[config.mk]
export PLATFORM = sky130hd
export DESIGN_NAME = pic_core
export DESIGN_NICKNAME = d
export VERILOG_FILES = /design/src/core/pic_core.v
export VERILOG_INCLUDE_DIRS = /design/src /design/src/core
export SDC_FILE = /design/constraint.sdc
export NUM_CORES = 1
export LEC_CHECK = 0
export BUFFER_PORTS_ARGS = -buffer_cell sky130_fd_sc_hd__buf_2
export CORE_MARGIN = 2
export CORE_UTILIZATION = 25
export CTS_CLUSTER_SIZE = 16
export DETAILED_ROUTE_END_ITERATION = 7
export MAX_ROUTING_LAYER = met4
export PLACE_DENSITY = 0.47
export SYNTH_ARGS = -nofsm -noshare
export SYNTH_HDL_FRONTEND = slang
export SYNTH_SLANG_ARGS = --single-unit
[constraint.sdc]
create_clock -name clk_i -period 33.4 [get_ports clk_i]
set_input_delay 3.34 -clock clk_i [delete_from_list [all_inputs] [get_ports clk_i]]
set_output_delay 3.34 -clock clk_i [all_outputs]
set_load 0.01 [all_outputs]
[src/core/pic_regs.vh]
// register indices, field positions, reset values and timing counts of the interrupt controller
`ifndef PIC_REGS_VH
`define PIC_REGS_VH

// ------------------------------------------------------------
// register indices (byte address is four times the index)
// ------------------------------------------------------------
`define PIC_IDX_FLAGS_ARR 8'h88
`define PIC_IDX_AES 8'h98
`define PIC_IDX_EN2 8'h9A
`define PIC_IDX_RADIO 8'h9B
`define PIC_IDX_EN0 8'hA8
`define PIC_IDX_PRIO_LO 8'hA9
`define PIC_IDX_EN1 8'hB8
`define PIC_IDX_PRIO_HI 8'hB9
`define PIC_IDX_FLAGS_TDS 8'hC0
`define PIC_IDX_FLAGS_WPS 8'hE8
`define PIC_IDX_STATUS 8'hF0

// ------------------------------------------------------------
// field positions
// ------------------------------------------------------------
`define PIC_ARR_ADC 5
`define PIC_ARR_RX 3
`define PIC_ARR_DET_B 2
`define PIC_ARR_RADIO_FIFO_ERROR_SOURCE 1
`define PIC_ARR_DET_A 0
`define PIC_EN0_GLOBAL 7
`define PIC_TDS_SLEEP 7
`define PIC_TDS_FORCE 6
`define PIC_TDS_PORT0 5
`define PIC_STAT_BUSY 4

// ------------------------------------------------------------
// reset values and masks
// ------------------------------------------------------------
`define PIC_ARR_RESET 8'h05
`define PIC_ARR_WMASK 8'h2F
`define PIC_EN0_WMASK 8'hBF
`define PIC_EN_WMASK 6'h3F
`define PIC_PRIO_WMASK 6'h3F
`define PIC_WPS_WMASK 5'h1F
`define PIC_HWCLR_MASK 18'h01E07

// ------------------------------------------------------------
// vector layout and timing
// ------------------------------------------------------------
`define PIC_VEC_LOW 3'h3
`define PIC_CALL_CYCLES 3'h6
`define PIC_NUM_SRC 18

`endif

[src/core/pic_core.v]
// prioritized interrupt controller with wishbone register slave and forced-call sequencer
`timescale 1ns/10ps
`include "pic_regs.vh"

module pic_core (
    input wire clk_i,
    input wire rst_i,
    // wishbone slave
    input wire cyc_i,
    input wire stb_i,
    input wire we_i,
    input wire [9:0] adr_i,
    input wire [3:0] sel_i,
    input wire [31:0] dat_i,
    output wire [31:0] dat_o,
    output wire ack_o,
    // peripheral events, one-cycle pulses, bit index = source number
    input wire [17:0] src_event_i,
    // core sequencing
    input wire instr_boundary_i,
    input wire return_from_interrupt_i,
    output wire forced_long_call_o,
    output wire call_done_o,
    output wire [7:0] vector_o,
    output wire [4:0] source_o,
    output wire [3:0] in_service_o
);

    // ------------------------------------------------------------
    // state codes
    // ------------------------------------------------------------
    localparam ST_IDLE = 1'b0;
    localparam ST_CALL = 1'b1;

    // ------------------------------------------------------------
    // functions
    // ------------------------------------------------------------
    // group of each source
    function [2:0] grp_of;
        input [4:0] src;
        begin
            case (src)
                5'd0, 5'd16, 5'd8: grp_of = 3'd0;
                5'd1, 5'd9, 5'd6: grp_of = 3'd1;
                5'd2, 5'd10, 5'd7: grp_of = 3'd2;
                5'd11, 5'd14: grp_of = 3'd3;
                5'd4, 5'd12, 5'd15: grp_of = 3'd4;
                default: grp_of = 3'd5;
            endcase
        end
    endfunction

    // source at each polling position
    function [4:0] poll_src;
        input [4:0] pos;
        begin
            case (pos)
                5'd0: poll_src = 5'd0;
                5'd1: poll_src = 5'd16;
                5'd2: poll_src = 5'd8;
                5'd3: poll_src = 5'd1;
                5'd4: poll_src = 5'd9;
                5'd5: poll_src = 5'd2;
                5'd6: poll_src = 5'd10;
                5'd7: poll_src = 5'd3;
                5'd8: poll_src = 5'd11;
                5'd9: poll_src = 5'd4;
                5'd10: poll_src = 5'd12;
                5'd11: poll_src = 5'd5;
                5'd12: poll_src = 5'd13;
                5'd13: poll_src = 5'd6;
                5'd14: poll_src = 5'd7;
                5'd15: poll_src = 5'd14;
                5'd16: poll_src = 5'd15;
                default: poll_src = 5'd17;
            endcase
        end
    endfunction

    // register index hit for a write
    function wr_hit;
        input [7:0] idx;
        input [7:0] want;
        input en;
        begin
            wr_hit = en && (idx == want);
        end
    endfunction

    // ------------------------------------------------------------
    // declarations
    // ------------------------------------------------------------
    reg ack_q; // bus answer, one cycle
    reg [7:0] rdata_q; // registered read data
    reg [7:0] rdata_d; // read mux
    reg [7:0] arr_q; // adc / rx / radio fifo error flags + detect bits
    reg [7:0] arr_d;
    reg [1:0] aes_q; // two aes pending flags
    reg [1:0] aes_d;
    reg [1:0] rad_q; // two radio pending flags
    reg [1:0] rad_d;
    reg [7:0] tds_q; // timers / dma / sleep / port0 flags
    reg [7:0] tds_d;
    reg [4:0] wps_q; // watchdog / ports / serial tx / two-wire flags
    reg [4:0] wps_d;
    reg [7:0] en0_q; // enable_register_zero incl. global enable
    reg [5:0] en1_q; // enable register one
    reg [5:0] en2_q; // enable register two
    reg [5:0] plo_q; // group_level_low_bit per group
    reg [5:0] phi_q; // group_level_high_bit per group
    reg state_q; // sequencer state
    reg [2:0] cnt_q; // call cycles left
    reg [4:0] src_q; // latched winning source
    reg [1:0] lvl_q; // latched winning level
    reg [7:0] vec_q; // vector to core
    reg [3:0] svc_q; // one bit per level in service
    reg done_q; // vectoring pulse
    wire [7:0] idx; // register index from byte address
    wire bus_req; // request present
    wire wr_en; // write commits this edge
    wire [7:0] wb; // written byte
    wire [17:0] pend; // pending flag per source
    wire [17:0] en; // enable per source
    wire [17:0] req; // enabled and globally allowed
    wire [17:0] hwclr; // hardware clear on vectoring
    wire [1:0] lvl [0:17]; // level per source
    wire svc_any; // some service running
    reg [1:0] svc_lvl; // level of running service
    reg [3:0] svc_top; // highest service bit
    reg found; // winner exists
    reg [4:0] win_src; // winning source
    reg [1:0] win_lvl; // winning level
    reg [4:0] s; // loop scratch
    integer k; // arbitration loop index
    integer j; // service level loop index

    // ------------------------------------------------------------
    // wishbone slave
    // ------------------------------------------------------------
    assign idx = adr_i[9:2];
    assign bus_req = cyc_i && stb_i;
    assign wr_en = bus_req && we_i && ack_q && sel_i[0];
    assign wb = dat_i[7:0];

    // ack one cycle after request, dropped the next cycle
    always @(posedge clk_i) begin
        if (rst_i) begin
            ack_q <= 1'b0;
            rdata_q <= 8'h00;
        end else begin
            ack_q <= bus_req && !ack_q;
            if (bus_req && !ack_q) begin
                rdata_q <= rdata_d;
            end
        end
    end

    // read mux, unmapped reads zero
    always @* begin
        if (idx == `PIC_IDX_FLAGS_ARR) begin
            rdata_d = arr_q;
        end else if (idx == `PIC_IDX_AES) begin
            rdata_d = {6'h00, aes_q};
        end else if (idx == `PIC_IDX_RADIO) begin
            rdata_d = {6'h00, rad_q};
        end else if (idx == `PIC_IDX_FLAGS_TDS) begin
            rdata_d = tds_q;
        end else if (idx == `PIC_IDX_FLAGS_WPS) begin
            rdata_d = {3'h0, wps_q};
        end else if (idx == `PIC_IDX_EN0) begin
            rdata_d = en0_q;
        end else if (idx == `PIC_IDX_EN1) begin
            rdata_d = {2'h0, en1_q};
        end else if (idx == `PIC_IDX_EN2) begin
            rdata_d = {2'h0, en2_q};
        end else if (idx == `PIC_IDX_PRIO_LO) begin
            rdata_d = {2'h0, plo_q};
        end else if (idx == `PIC_IDX_PRIO_HI) begin
            rdata_d = {2'h0, phi_q};
        end else if (idx == `PIC_IDX_STATUS) begin
            rdata_d = {3'h0, state_q, svc_q};
        end else begin
            rdata_d = 8'h00;
        end
    end

    assign dat_o = {24'h000000, rdata_q};
    assign ack_o = ack_q;

    // ------------------------------------------------------------
    // flag registers
    // ------------------------------------------------------------
    assign hwclr = done_q ? (`PIC_HWCLR_MASK & (18'h00001 << src_q)) : 18'h00000;

    // next flag values: software write, then hardware clear, then event set wins
    always @* begin
        arr_d = arr_q;
        if (wr_hit(idx, `PIC_IDX_FLAGS_ARR, wr_en)) begin
            arr_d = wb & `PIC_ARR_WMASK;
        end
        arr_d[`PIC_ARR_RADIO_FIFO_ERROR_SOURCE] = (arr_d[`PIC_ARR_RADIO_FIFO_ERROR_SOURCE] & ~hwclr[0]) | src_event_i[0];
        arr_d[`PIC_ARR_ADC] = (arr_d[`PIC_ARR_ADC] & ~hwclr[1]) | src_event_i[1];
        arr_d[`PIC_ARR_RX] = (arr_d[`PIC_ARR_RX] & ~hwclr[2]) | src_event_i[2];
        aes_d = aes_q;
        if (wr_hit(idx, `PIC_IDX_AES, wr_en)) begin
            aes_d = wb[1:0];
        end
        aes_d = aes_d | {2{src_event_i[4]}};
        rad_d = rad_q;
        if (wr_hit(idx, `PIC_IDX_RADIO, wr_en)) begin
            rad_d = wb[1:0];
        end
        rad_d = rad_d | {2{src_event_i[16]}};
        tds_d = tds_q;
        if (wr_hit(idx, `PIC_IDX_FLAGS_TDS, wr_en)) begin
            tds_d = wb;
        end
        tds_d[4:1] = (tds_d[4:1] & ~hwclr[12:9]) | src_event_i[12:9];
        tds_d[0] = tds_d[0] | src_event_i[8];
        tds_d[`PIC_TDS_PORT0] = tds_d[`PIC_TDS_PORT0] | src_event_i[13];
        tds_d[`PIC_TDS_SLEEP] = tds_d[`PIC_TDS_SLEEP] | src_event_i[5];
        wps_d = wps_q;
        if (wr_hit(idx, `PIC_IDX_FLAGS_WPS, wr_en)) begin
            wps_d = wb[4:0] & `PIC_WPS_WMASK;
        end
        wps_d = wps_d | {src_event_i[17], src_event_i[15], src_event_i[14], src_event_i[7], src_event_i[6]};
    end

    // flag storage
    always @(posedge clk_i) begin
        if (rst_i) begin
            arr_q <= `PIC_ARR_RESET;
            aes_q <= 2'h0;
            rad_q <= 2'h0;
            tds_q <= 8'h00;
            wps_q <= 5'h00;
        end else begin
            arr_q <= arr_d;
            aes_q <= aes_d;
            rad_q <= rad_d;
            tds_q <= tds_d;
            wps_q <= wps_d;
        end
    end

    // ------------------------------------------------------------
    // enable and priority registers
    // ------------------------------------------------------------
    always @(posedge clk_i) begin
        if (rst_i) begin
            en0_q <= 8'h00;
            en1_q <= 6'h00;
            en2_q <= 6'h00;
            plo_q <= 6'h00;
            phi_q <= 6'h00;
        end else begin
            if (wr_hit(idx, `PIC_IDX_EN0, wr_en)) begin
                en0_q <= wb & `PIC_EN0_WMASK;
            end
            if (wr_hit(idx, `PIC_IDX_EN1, wr_en)) begin
                en1_q <= wb[5:0] & `PIC_EN_WMASK;
            end
            if (wr_hit(idx, `PIC_IDX_EN2, wr_en)) begin
                en2_q <= wb[5:0] & `PIC_EN_WMASK;
            end
            if (wr_hit(idx, `PIC_IDX_PRIO_LO, wr_en)) begin
                plo_q <= wb[5:0] & `PIC_PRIO_WMASK;
            end
            if (wr_hit(idx, `PIC_IDX_PRIO_HI, wr_en)) begin
                phi_q <= wb[5:0] & `PIC_PRIO_WMASK;
            end
        end
    end

    // ------------------------------------------------------------
    // request mapping
    // ------------------------------------------------------------
    assign pend = {wps_q[4], |rad_q, wps_q[3], wps_q[2], tds_q[`PIC_TDS_PORT0], tds_q[4:1], tds_q[0],
                   wps_q[1], wps_q[0], tds_q[`PIC_TDS_SLEEP], |aes_q, 1'b0,
                   arr_q[`PIC_ARR_RX], arr_q[`PIC_ARR_ADC], arr_q[`PIC_ARR_RADIO_FIFO_ERROR_SOURCE]};
    assign en = {en2_q[5], en2_q[0], en2_q[4], en2_q[3], en1_q[5], en1_q[4:1], en1_q[0],
                 en2_q[2], en2_q[1], en0_q[5] | tds_q[`PIC_TDS_FORCE], en0_q[4], 1'b0,
                 en0_q[2:0]};
    assign req = pend & en & {18{en0_q[`PIC_EN0_GLOBAL]}};

    // level of each source from its group bits
    genvar g;
    generate
        for (g = 0; g < `PIC_NUM_SRC; g = g + 1) begin : gen_lvl
            localparam [4:0] SRC_NUM = g; // source number of this lane
            assign lvl[g] = {phi_q[grp_of(SRC_NUM)], plo_q[grp_of(SRC_NUM)]};
        end
    endgenerate
    // ------------------------------------------------------------
    // running service level
    // ------------------------------------------------------------
    assign svc_any = |svc_q;
    always @* begin
        svc_lvl = 2'd0;
        svc_top = 4'h0;
        for (j = 0; j < 4; j = j + 1) begin
            if (svc_q[j]) begin
                svc_lvl = j[1:0];
                svc_top = 4'h1 << j;
            end
        end
    end
    // ------------------------------------------------------------
    // arbitration: highest level above service, poll order breaks ties
    // ------------------------------------------------------------
    always @* begin
        found = 1'b0;
        win_src = 5'd0;
        win_lvl = 2'd0;
        s = 5'd0;
        for (k = 0; k < `PIC_NUM_SRC; k = k + 1) begin
            s = poll_src(k[4:0]);
            if (req[s] && (!svc_any || lvl[s] > svc_lvl) && (!found || lvl[s] > win_lvl)) begin
                found = 1'b1;
                win_src = s;
                win_lvl = lvl[s];
            end
        end
    end

    // ------------------------------------------------------------
    // forced-call sequencer
    // ------------------------------------------------------------
    always @(posedge clk_i) begin
        if (rst_i) begin
            state_q <= ST_IDLE;
            cnt_q <= 3'h0;
            src_q <= 5'd0;
            lvl_q <= 2'd0;
            vec_q <= 8'h00;
            svc_q <= 4'h0;
            done_q <= 1'b0;
        end else begin
            done_q <= 1'b0;
            if (return_from_interrupt_i) begin
                svc_q <= svc_q & ~svc_top;
            end
            case (state_q)
                ST_IDLE: begin
                    // detect cycle: decision fixed here even if global enable drops next
                    if (instr_boundary_i && found) begin
                        state_q <= ST_CALL;
                        cnt_q <= `PIC_CALL_CYCLES;
                        src_q <= win_src;
                        lvl_q <= win_lvl;
                        vec_q <= {win_src, `PIC_VEC_LOW};
                    end
                end
                ST_CALL: begin
                    cnt_q <= cnt_q - 3'h1;
                    if (cnt_q == 3'h1) begin
                        state_q <= ST_IDLE;
                        done_q <= 1'b1;
                        svc_q <= (return_from_interrupt_i ? (svc_q & ~svc_top) : svc_q) | (4'h1 << lvl_q);
                    end
                end
                default: begin
                    state_q <= ST_IDLE;
                end
            endcase
        end
    end

    assign forced_long_call_o = (state_q == ST_CALL);
    assign call_done_o = done_q;
    assign vector_o = vec_q;
    assign source_o = src_q;
    assign in_service_o = svc_q;

endmodule

==> summary.txt, run 1 <==
Worst hold path
  • Min-Delay Path Class: flop to flop

Setup path
  • CP Max Fanout: 10
  • WP data required: 33.62 ns
  • Worst path max stage delay: 0.57 ns
  • Critical path buffers and inverters: 2
  • Crit start category: flop
  • Setup crit end kind: flop
  • Critical path type: flop to flop
  • Cell family with most CP delay: compound AO/OA/AOI/OAI gates
  • Critical path's slowest cell: nor2_1
  • Crit path DAT: 22.07 ns

Clocking
  • Buffer count from post-CTS setup fixing: 0
  • Clock latency at the later pin of the worst-skew pair: 0.34 ns
  • Hold_buf cts: 0
  • Deepest level of the CTS H-tree: 3
  • Clock sink total: 79
  • Clock Pin Slew Worst Setup and Hold Paths: 0.06 ns
  • Clock Path Buffers: 2
  • Clock root cell: clkbuf_16
  • CTS tree: yes
  • TritonCTS buffer count: 9
  • Post-CTS resize count: 0

Global route
  • Number of global-route vias before repair: 5261
  • GRT Residual Overflow: 0
  • First-pass GRT wire length: 29900 um
  • Largest net degree at the start of global routing: 72
  • Initial antenna violation count: 0
  • Total track usage: 16.3%

Detailed routing
  • Antenna-violating nets left: 0
  • DR pass1 iterations: 5
  • DR WL/cell: 18.0 um
  • Detailed-route via count: 5416
  • Initial detailed-routing violation count: 364
  • DRC: 0
  • Wirelength, routed: 19000 um
  • Vias per cell: 5.13

Placed design
  • Post-Place Cells: 1039
  • Placed instance area: 0.00625 mm2
  • Post-DP HPWL: 14700 um
  • PortBufs: 67
  • RePlAce Congestion: 0.845

Power
  • Sw frac: 23.5%
  • Lkg Pwr: 0.00266 uW
  • Clock network fraction of total power: 48.1%
  • PD cells: 32.8 mW/mm2
  • NetSw: 50.6 uW
  • Reg power frac: 45.8%
  • Worst VDD drop: 0.0000278 V
  • Comb pwr share: 6.1%
  • Pint: 165 uW

Finish
  • Fillers: 2449
  • Share of cells above drive strength 1: 15.7%
  • Diode count: 0
  • Final non-filler cell total: 1055
  • Final core utilization: 29.0%
  • Final instance area: 0.00657 mm2
  • Area growth syn-to-layout: 13.9%
  • Nets: 868

Floorplan
  • IO Count: 123
  • Core ar.: 0.0226 mm2
  • Die Y-Extent: 156 um
  • # rows: 55
  • Die Area: 0.0243 mm2
  • Die W: 156 um
  • Initial Util: 25.5%

Synthesis
  • Top cell type's share of synthesized area: 27.4%
  • Main synth FF type: dfxtp_1
  • Async set-reset flop share out of synthesis: 0%
  • Ranking of synthesized cells by area: dfxtp_1 (27%), mux2i_1 (8.5%), nor2_1 (7.0%)
  • Synth Cell Area: 0.00576 mm2
  • Synth unique cells: 80
  • Synth area leader: dfxtp_1
  • Sequential area share after synthesis: 27.4%
  • Ys Warns: 0
  • Post-Syn Area per Cell: 8.05 um2
  • Post-Syn Instances: 716
  • FF+latch count, synth: 79
  • Number of synthesized flops with an enable pin: 0

Timing
  • Setup TNS: 0 ns
  • Final Hold Viols: 0
  • RSZ-0062 raised after global routing: false
  • Slew Limit Headroom: 35.0%
  • Minimum clock period: 21.85 ns
  • Max Fclk: 45.8 MHz
  • Setup Skew: 0.00682 ns
  • Worst Tran Pin Value: 0.973 ns
  • Final setup violation count: 0
  • Period Utilization, post-route: 65.4%
  • Pins Over Slew Limit: 0

Flow run
  • MaxCap Viol Count: 0

Status
  • Status: finished, final reports clean
==> sequential cells by signal, summed over array words and instances (netlist names), 5 cells and up <==
name	cells
tds_q	8
en2_q	6
phi_q	6
rdata_q	8
en1_q	6
arr_q	5
en0_q	7
wps_q	5
plo_q	6
source_o	5
==> layout by cell type (no fill, tap or decap), types with 5 or more instances in the layout <==
cell type  instances
o21ai_0           20
or2_2              5
mux2i_1           49
nand3_1           12
nor3_1            17
maj3_1             5
clkbuf_16          9
o21a_1             7
and3_1             5
nand4_1            7
a211oi_1          12
inv_1             25
mux2_2             5
nand2b_1           8
o211a_1            5
nor2_1           108
o211ai_1          11
dfxtp_1           79
conb_1            25
ha_1              32
a222oi_1           9
buf_2             67
a31oi_1            5
and2_1             7
buf_4              7
a21o_1             5
a21oi_1           46
nor2b_1           22
a22oi_1            8
nand2_1           53
==> metrics by stage <==
stage          hold WS (ns)  worst slack (ns)  total power (uW)
5_1_grt               0.477              9.92               223
3_3_place_gp          0.439             11.57               114
3_5_place_dp          0.444             11.62               114
2_1_floorplan         0.440             14.39               110
6_report              0.450             11.55               216
4_1_cts               0.454             11.55               218
==> routing by layer <==
layer | up-vias | part of all wire [%] | global-route usage, %
li1 | 2672 | - | -
met1 | 2561 | 48 | 21.3
met4 | 0 | 3.4 | 7.34
met2 | 145 | 45 | 25.5
met5 | - | 0 | -
met3 | 38 | 3.8 | 1.44
==> power groups by stage <==
stage	Sequential (uW)	Clock [uW]	Combinational, uW
finish	98.8	104	13.1
global route	98.9	110	14.6
CTS	98.7	106	13.2
detailed placement	101	0	13.1
global placement	101	0	13.1
floorplan	99.7	0	9.88
==> cells by family (layout without fill, tap and decap cells) <==
logic type	Yosys count	count (layout)	synth area share [%]
AND/OR/NAND/NOR	266	266	22.2
AO/OA/AOI/OAI	192	192	24.7
buffers and inverters	85	115	7.71
flip-flops	79	79	27.4
multiplexers	56	56	10.1
adder cells (fa/ha/maj)	37	37	7.81
other	1	25	0.0651
==> area by class of cell <==
type                       count  area [um2]  share of cell area, %
sequential                    79        1580                   24.1
inverter                      25        93.8                   1.43
timing repair buffer          74         388                   5.91
tap                          285         357                   5.43
clock inverter                 4        52.6                  0.800
clock buffer                  12         267                   4.06
multi-input combinational    576        3830                   58.3
==> worst reg2reg max path, delay by kind of cell (launching register included) <==
family | cells | cell delay [ns]
buffers and inverters | 2 | 0.11
AO/OA/AOI/OAI | 38 | 8.35
multiplexers | 7 | 2.36
adder cells (fa/ha/maj) | 20 | 5.91
flip-flops | 1 | 0.42
AND/OR/NAND/NOR | 28 | 4.51
==> final timing paths <==
kind                         from    endpoint  slack [ns]  cells past startpoint
hold reg to reg        rdata_q[1]  rdata_q[1]        0.45                      2
setup / recovery  in_service_o[3]    lvl_q[0]       11.55                     95
hold / removal         rdata_q[1]  rdata_q[1]        0.45                      2
setup reg to reg  in_service_o[3]    lvl_q[0]       11.55                     95
==> cells in the mapped netlist, drive strengths merged, types with 5 or more instances <==
cell type and count:
nand2b 8, a21o 5, o211a 6, a211oi 15, or2 6, a222oi 9, a21oi 46, maj3 5
o21a 7, buf 34, inv 25, and3 6, dfxtp 79, o31ai 6, o211ai 12, mux2i 50
a31oi 5, nor2b 22, o21ai 22, nor2 109, a22oi 8, nand3 12, clkbuf 26, nor3 18
mux2 6, nand2 54, nand4 7, and2 7, ha 32
Note: power is estimated with default switching activity, not from simulation.
==> run 2, diff against run 1 <==
--- a/config.mk
+++ b/config.mk
@@ -6,13 +6,14 @@
 export SDC_FILE = /design/constraint.sdc
 export NUM_CORES = 1
 export LEC_CHECK = 0
+export ABC_AREA = 1
 export BUFFER_PORTS_ARGS = -buffer_cell sky130_fd_sc_hd__buf_2
 export CORE_MARGIN = 2
 export CORE_UTILIZATION = 25
 export CTS_CLUSTER_SIZE = 16
 export DETAILED_ROUTE_END_ITERATION = 7
 export MAX_ROUTING_LAYER = met4
-export PLACE_DENSITY = 0.47
+export PLACE_DENSITY = 0.48
 export SYNTH_ARGS = -nofsm -noshare
 export SYNTH_HDL_FRONTEND = slang
 export SYNTH_SLANG_ARGS = --single-unit
==> constraint.sdc (replaced) <==
create_clock -name clk_i -period 18.52 [get_ports clk_i]
set_input_delay 1.852 -clock clk_i [delete_from_list [all_inputs] [get_ports clk_i]]
set_output_delay 1.852 -clock clk_i [all_outputs]
set_load 0.01 [all_outputs]
==> summary.txt, run 2 <==
Finish
  • Most common cell after layout, fill and taps aside: nand2_1
  • Biggest regs: rdata_q (8), tds_q (8), en0_q (7)
  • Diode count: 0
  • Commonest cells after routing, fill and taps aside: nand2_1 (158), inv_1 (130), o21ai_0 (101)
  • Nets: 1011
  • Final non-filler cell total: 1193
  • Area growth syn-to-layout: 14.3%
  • Share of cells above drive strength 1: 15.0%
  • Fillers: 2466

Clocking
  • TritonCTS buffer count: 9
  • Clock Path Buffers: 2
  • Clock latency at the later pin of the worst-skew pair: 0.34 ns
  • CTS tree: yes
  • Clock Pin Slew Worst Setup and Hold Paths: 0.07 ns
  • Clock sink total: 79
  • Buffer count from post-CTS setup fixing: 0
  • Hold_buf cts: 0
  • Clock root cell: clkbuf_16
  • Post-CTS resize count: 0
  • Deepest level of the CTS H-tree: 3

Placed design
  • RePlAce Congestion: 0.856
  • Post-Place Cells: 1177
  • PortBufs: 67
  • Post-DP HPWL: 14500 um

Global route
  • First-pass GRT wire length: 28300 um
  • Initial antenna violation count: 0
  • Number of global-route vias before repair: 5155
  • GRT Residual Overflow: 0
  • Total track usage: 15.5%
  • Largest net degree at the start of global routing: 37

Synthesis
  • Synth area leader: dfxtp_1
  • Post-Syn Instances: 851
  • Top cell type's share of synthesized area: 28.2%
  • Post-Syn Area per Cell: 6.59 um2
  • Async set-reset flop share out of synthesis: 0%
  • Most frequent cell after synthesis: nand2_1
  • Synth unique cells: 42
  • FF+latch count, synth: 79
  • Main synth FF type: dfxtp_1
  • Synth cell count leaders: nand2_1 (158), inv_1 (130), o21ai_0 (101)
  • Synth Cell Area: 0.00561 mm2
  • Number of synthesized flops with an enable pin: 0
  • Ranking of synthesized cells by area: dfxtp_1 (28%), nand2_1 (11%), o21ai_0 (9.0%)
  • Ys Warns: 0
  • Sequential area share after synthesis: 28.2%

Timing
  • Worst Tran Pin Value: 1.05 ns
  • Pins Over Slew Limit: 0
  • Max Fclk: 66.5 MHz
  • RSZ-0062 raised after global routing: false
  • Setup TNS: 0 ns
  • Period Utilization, post-route: 81.2%
  • Final Hold Viols: 0
  • Final setup violation count: 0
  • Setup Skew: 0.00909 ns
  • Minimum clock period: 15.03 ns
  • Slew Limit Headroom: 29.4%

Power
  • PD cells: 60.2 mW/mm2
  • Worst VDD drop: 0.0000452 V
  • Lkg Pwr: 0.00297 uW
  • Design Power: 386 uW

Flow run
  • MaxCap Viol Count: 0

Detailed routing
  • Detailed-route via count: 5392
  • Initial detailed-routing violation count: 292
  • Antenna-violating nets left: 0
  • DRC: 0
  • DR WL/cell: 15.1 um
  • Vias per cell: 4.52
  • DR pass1 iterations: 5
  • Wirelength, routed: 18000 um

Worst hold path
  • Min-Delay Path Class: flop to flop

Setup path
  • WP data required: 18.79 ns
  • Worst path max stage delay: 0.38 ns
  • Setup crit end kind: flop
  • Most frequent CP cell: nand2_1
  • Critical path's slowest cell: dfxtp_1
  • Crit path DAT: 15.30 ns
  • CP Max Fanout: 6
  • Crit start category: flop
  • Critical path type: flop to flop

Floorplan
  • Die Y-Extent: 154 um
  • Core ar.: 0.0219 mm2
  • Die Area: 0.0236 mm2
  • IO Count: 123
  • # rows: 54
  • Initial Util: 25.6%
  • Die W: 154 um

Status
  • Status: finished, final reports clean
[run 2: cell types whose count changed after synthesis, sizes merged, moves of 10 or more]
cell	previous run	this run
nand2	54	187
inv	25	133
o21ai	22	108
mux2i	50	0
nor2	109	66
nand3	12	50
a21oi	46	69
nor2b	22	0
a211oi	15	1
clkbuf	26	16
[run 2: stage by stage]
step	utilization, %	hold slack [ns]	setup slack, ns	area [um2]
after floorplan	-	0.441	5.20	5700
after global placement	27.9	0.451	3.59	6100
after detailed placement	27.9	0.457	3.50	6100
after CTS	29.3	0.467	3.44	6410
after global routing	29.3	0.488	1.62	6410
final	29.3	0.466	3.49	6410
[run 2: path summary, 6_finish.rpt]
check	from	endpoint	slack (ns)	cells after the start
worst max-delay path	in_service_o[1]	source_o[2]	3.49	107
worst min-delay path	en0_q[1]	en0_q[1]	0.47	2
worst max register to register	in_service_o[1]	source_o[2]	3.49	107
worst min register to register	en0_q[1]	en0_q[1]	0.47	2
[run 2: logic make-up (layout without fill, tap and decap cells)]
| kind of cell | Yosys count | after routing | synth area share, % |
|---|---|---|---|
| compound gates | 209 | 209 | 20.7 |
| fa+ha+maj | 32 | 32 | 7.14 |
| xor+xnor | 1 | 1 | 0.156 |
| simple gates | 344 | 344 | 29.2 |
| other cells | 1 | 25 | 0.0669 |
| buf+inv | 185 | 223 | 14.6 |
| flops | 79 | 79 | 28.2 |
[run 2: worst max-delay path: cells and delay by family (launching register included)]
kind                     cells  cell delay (ns)
flip-flops                   1             0.38
AO/OA/AOI/OAI               22             3.77
buffers and inverters        9             0.84
AND/OR/NAND/NOR             61             5.84
adder cells (fa/ha/maj)     15             4.17
[run 2: power by group]
part	leakage, uW	internal, uW	switching, uW
combinational	0.00219	7.69	16.2
sequential	0.000643	173	2.93
clock	0.000145	109	77.2
total	0.00297	290	96.3
[run 2: final cells by class]
| class | count | area (um2) | share of cell area [%] |
|---|---|---|---|
| Multi-Input combinational cell | 611 | 3300 | 51.5 |
| Sequential cell | 79 | 1580 | 24.7 |
| Inverter | 137 | 514 | 8.03 |
| Timing Repair Buffer | 70 | 358 | 5.58 |
| Tap cell | 280 | 350 | 5.47 |
| Clock buffer | 10 | 239 | 3.73 |
| Clock inverter | 6 | 67.6 | 1.05 |
[run 2: routing by layer]
metal | up-vias | GRT usage (%) | share of wire [%]
li1 | 2864 | - | -
met1 | 2425 | 20.3 | 48
met2 | 89 | 25.8 | 47
met3 | 14 | 1.35 | 2.6
met4 | 0 | 4.15 | 1.7
met5 | - | - | 0
==> run 3, diff against run 2 <==
--- a/config.mk
+++ b/config.mk
@@ -13,7 +13,7 @@
 export CTS_CLUSTER_SIZE = 16
 export DETAILED_ROUTE_END_ITERATION = 7
 export MAX_ROUTING_LAYER = met4
-export PLACE_DENSITY = 0.48
+export PLACE_DENSITY = 0.47
 export SYNTH_ARGS = -nofsm -noshare
 export SYNTH_HDL_FRONTEND = slang
 export SYNTH_SLANG_ARGS = --single-unit
==> constraint.sdc (replaced) <==
create_clock -name clk_i -period 15.6 [get_ports clk_i]
set_input_delay 1.56 -clock clk_i [delete_from_list [all_inputs] [get_ports clk_i]]
set_output_delay 1.56 -clock clk_i [all_outputs]
set_load 0.01 [all_outputs]
==> summary.txt, run 3 (same netlist as run 2, synthesis figures left out) <==
Power
  • PD cells: 74.4 mW/mm2
  • Comb pwr share: 5.9%
  • Pint: 372 uW
  • Design Power: 484 uW
  • Sw frac: 23.2%
  • Clock network fraction of total power: 50.9%
  • NetSw: 112 uW
  • Reg power frac: 43.2%
  • Lkg Pwr: 0.00302 uW
  • Worst VDD drop: 0.0000511 V

Timing
  • Worst hold margin: 0.465 ns
  • Setup Skew: 0.00716 ns
  • Final Hold Viols: 0
  • Setup TNS: 0 ns
  • RSZ-0062 raised after global routing: false
  • Period Utilization, post-route: 90.4%
  • Max Fclk: 70.9 MHz
  • Pins Over Slew Limit: 0
  • Minimum clock period: 14.10 ns
  • Final setup violation count: 0
  • Slew Limit Headroom: 29.6%
  • Worst Tran Pin Value: 1.05 ns

Clocking
  • Clock Path Buffers: 2
  • Clock sink total: 79
  • CTS tree: yes
  • Clock Pin Slew Worst Setup and Hold Paths: 0.07 ns
  • Clock latency at the later pin of the worst-skew pair: 0.35 ns
  • Deepest level of the CTS H-tree: 3
  • Clock root cell: clkbuf_16
  • Hold_buf cts: 0
  • TritonCTS buffer count: 9

Setup path
  • WP data required: 15.88 ns
  • Setup crit end kind: flop
  • Crit start category: flop
  • Worst path max stage delay: 0.39 ns
  • Critical path type: flop to flop
  • Crit path DAT: 14.37 ns
  • CP Max Fanout: 6
  • Critical path buffers and inverters: 8
  • Cell family with most CP delay: simple AND/OR/NAND/NOR gates
  • Most frequent CP cell: nand2_1
  • Critical path's slowest cell: dfxtp_1

Worst hold path
  • Min-Delay Path Class: flop to flop

Detailed routing
  • Antenna-violating nets left: 0
  • Vias per cell: 4.64
  • Wirelength, routed: 18400 um
  • Initial detailed-routing violation count: 361
  • Detailed-route via count: 5552
  • DRC: 0
  • DR pass1 iterations: 4
  • DR WL/cell: 15.3 um

Finish
  • Share of cells above drive strength 1: 16.4%
  • Commonest cells after routing, fill and taps aside: nand2_1 (158), inv_1 (129), o21ai_0 (94)
  • Diode count: 0
  • Nets: 1015
  • Most common cell after layout, fill and taps aside: nand2_1
  • Area growth syn-to-layout: 16.0%
  • Final instance area: 0.00651 mm2
  • Biggest regs: rdata_q (8), tds_q (8), en0_q (7)
  • Fillers: 2470

Global route
  • First-pass GRT wire length: 28800 um
  • Total track usage: 15.9%
  • GRT Residual Overflow: 0
  • Number of global-route vias before repair: 5258
  • Initial antenna violation count: 0
  • Largest net degree at the start of global routing: 52

Placed design
  • Post-DP HPWL: 14600 um
  • Placed instance area: 0.00610 mm2
  • RePlAce Congestion: 0.841
  • PortBufs: 67

Floorplan
  • Die Y-Extent: 154 um
  • Die W: 154 um
  • Die Area: 0.0236 mm2
  • Initial Util: 25.6%
  • # rows: 54
  • Core ar.: 0.0219 mm2
  • IO Count: 123

Flow run
  • MaxCap Viol Count: 0

Status
  • Status: finished, final reports clean
## run 3: timing repair
item / in CTS / in global routing
setup endpoints to repair: 0 / 7
resized for setup: 0 / 19
hold endpoints to repair: 0 / 0
setup buffers: 0 / 4
## run 3: worst min-delay path, delay by kind of cell (launching register included)
kind / cells / cell delay (ns)
compound gates: 1 / 0.06
flops: 1 / 0.30
simple gates: 1 / 0.06
## run 3: worst paths after layout
kind	from	endpoint	slack, ns	cells past startpoint
setup / recovery	in_service_o[1]	source_o[2]	1.50	112
hold / removal	rdata_q[7]	rdata_q[7]	0.47	2
setup reg to reg	in_service_o[1]	source_o[2]	1.50	112
hold reg to reg	rdata_q[7]	rdata_q[7]	0.47	2
## run 3: final cells by class
cell class	instances	area, um2	share of cell area, %
timing repair buffer	74	388	5.96
tap	280	350	5.38
multi-input combinational	611	3330	51.2
sequential	79	1580	24.3
inverter	137	514	7.90
clock inverter	5	106	1.63
clock buffer	11	233	3.58
## run 3: routing by layer
layer	part of all wire (%)	vias up	wire length (um)	GRT usage [%]
li1	-	2882	-	-
met1	48	2533	8780	20.4
met2	47	113	8660	26.5
met3	3.0	24	553	1.49
met4	2.0	0	360	4.94
met5	0	-	0	-
## run 3: through the flow
step / util, % / worst slack [ns] / std cells
floorplan: - / 2.28 / 875
global placement: 27.9 / 0.450 / 1177
detailed placement: 27.9 / 0.467 / 1177
CTS: 29.4 / 0.416 / 1193
global route: 29.7 / 0.0256 / 1197
finish: 29.7 / 1.50 / 1197
## run 3: power groups by stage
stage               registers (uW)  logic, uW  clock network, uW
detailed placement             214       28.5                  0
global route                   210       32.1                259
global placement               214       28.4                  0
CTS                            209       28.6                250
floorplan                      213       20.7                  0
finish                         209       28.6                246
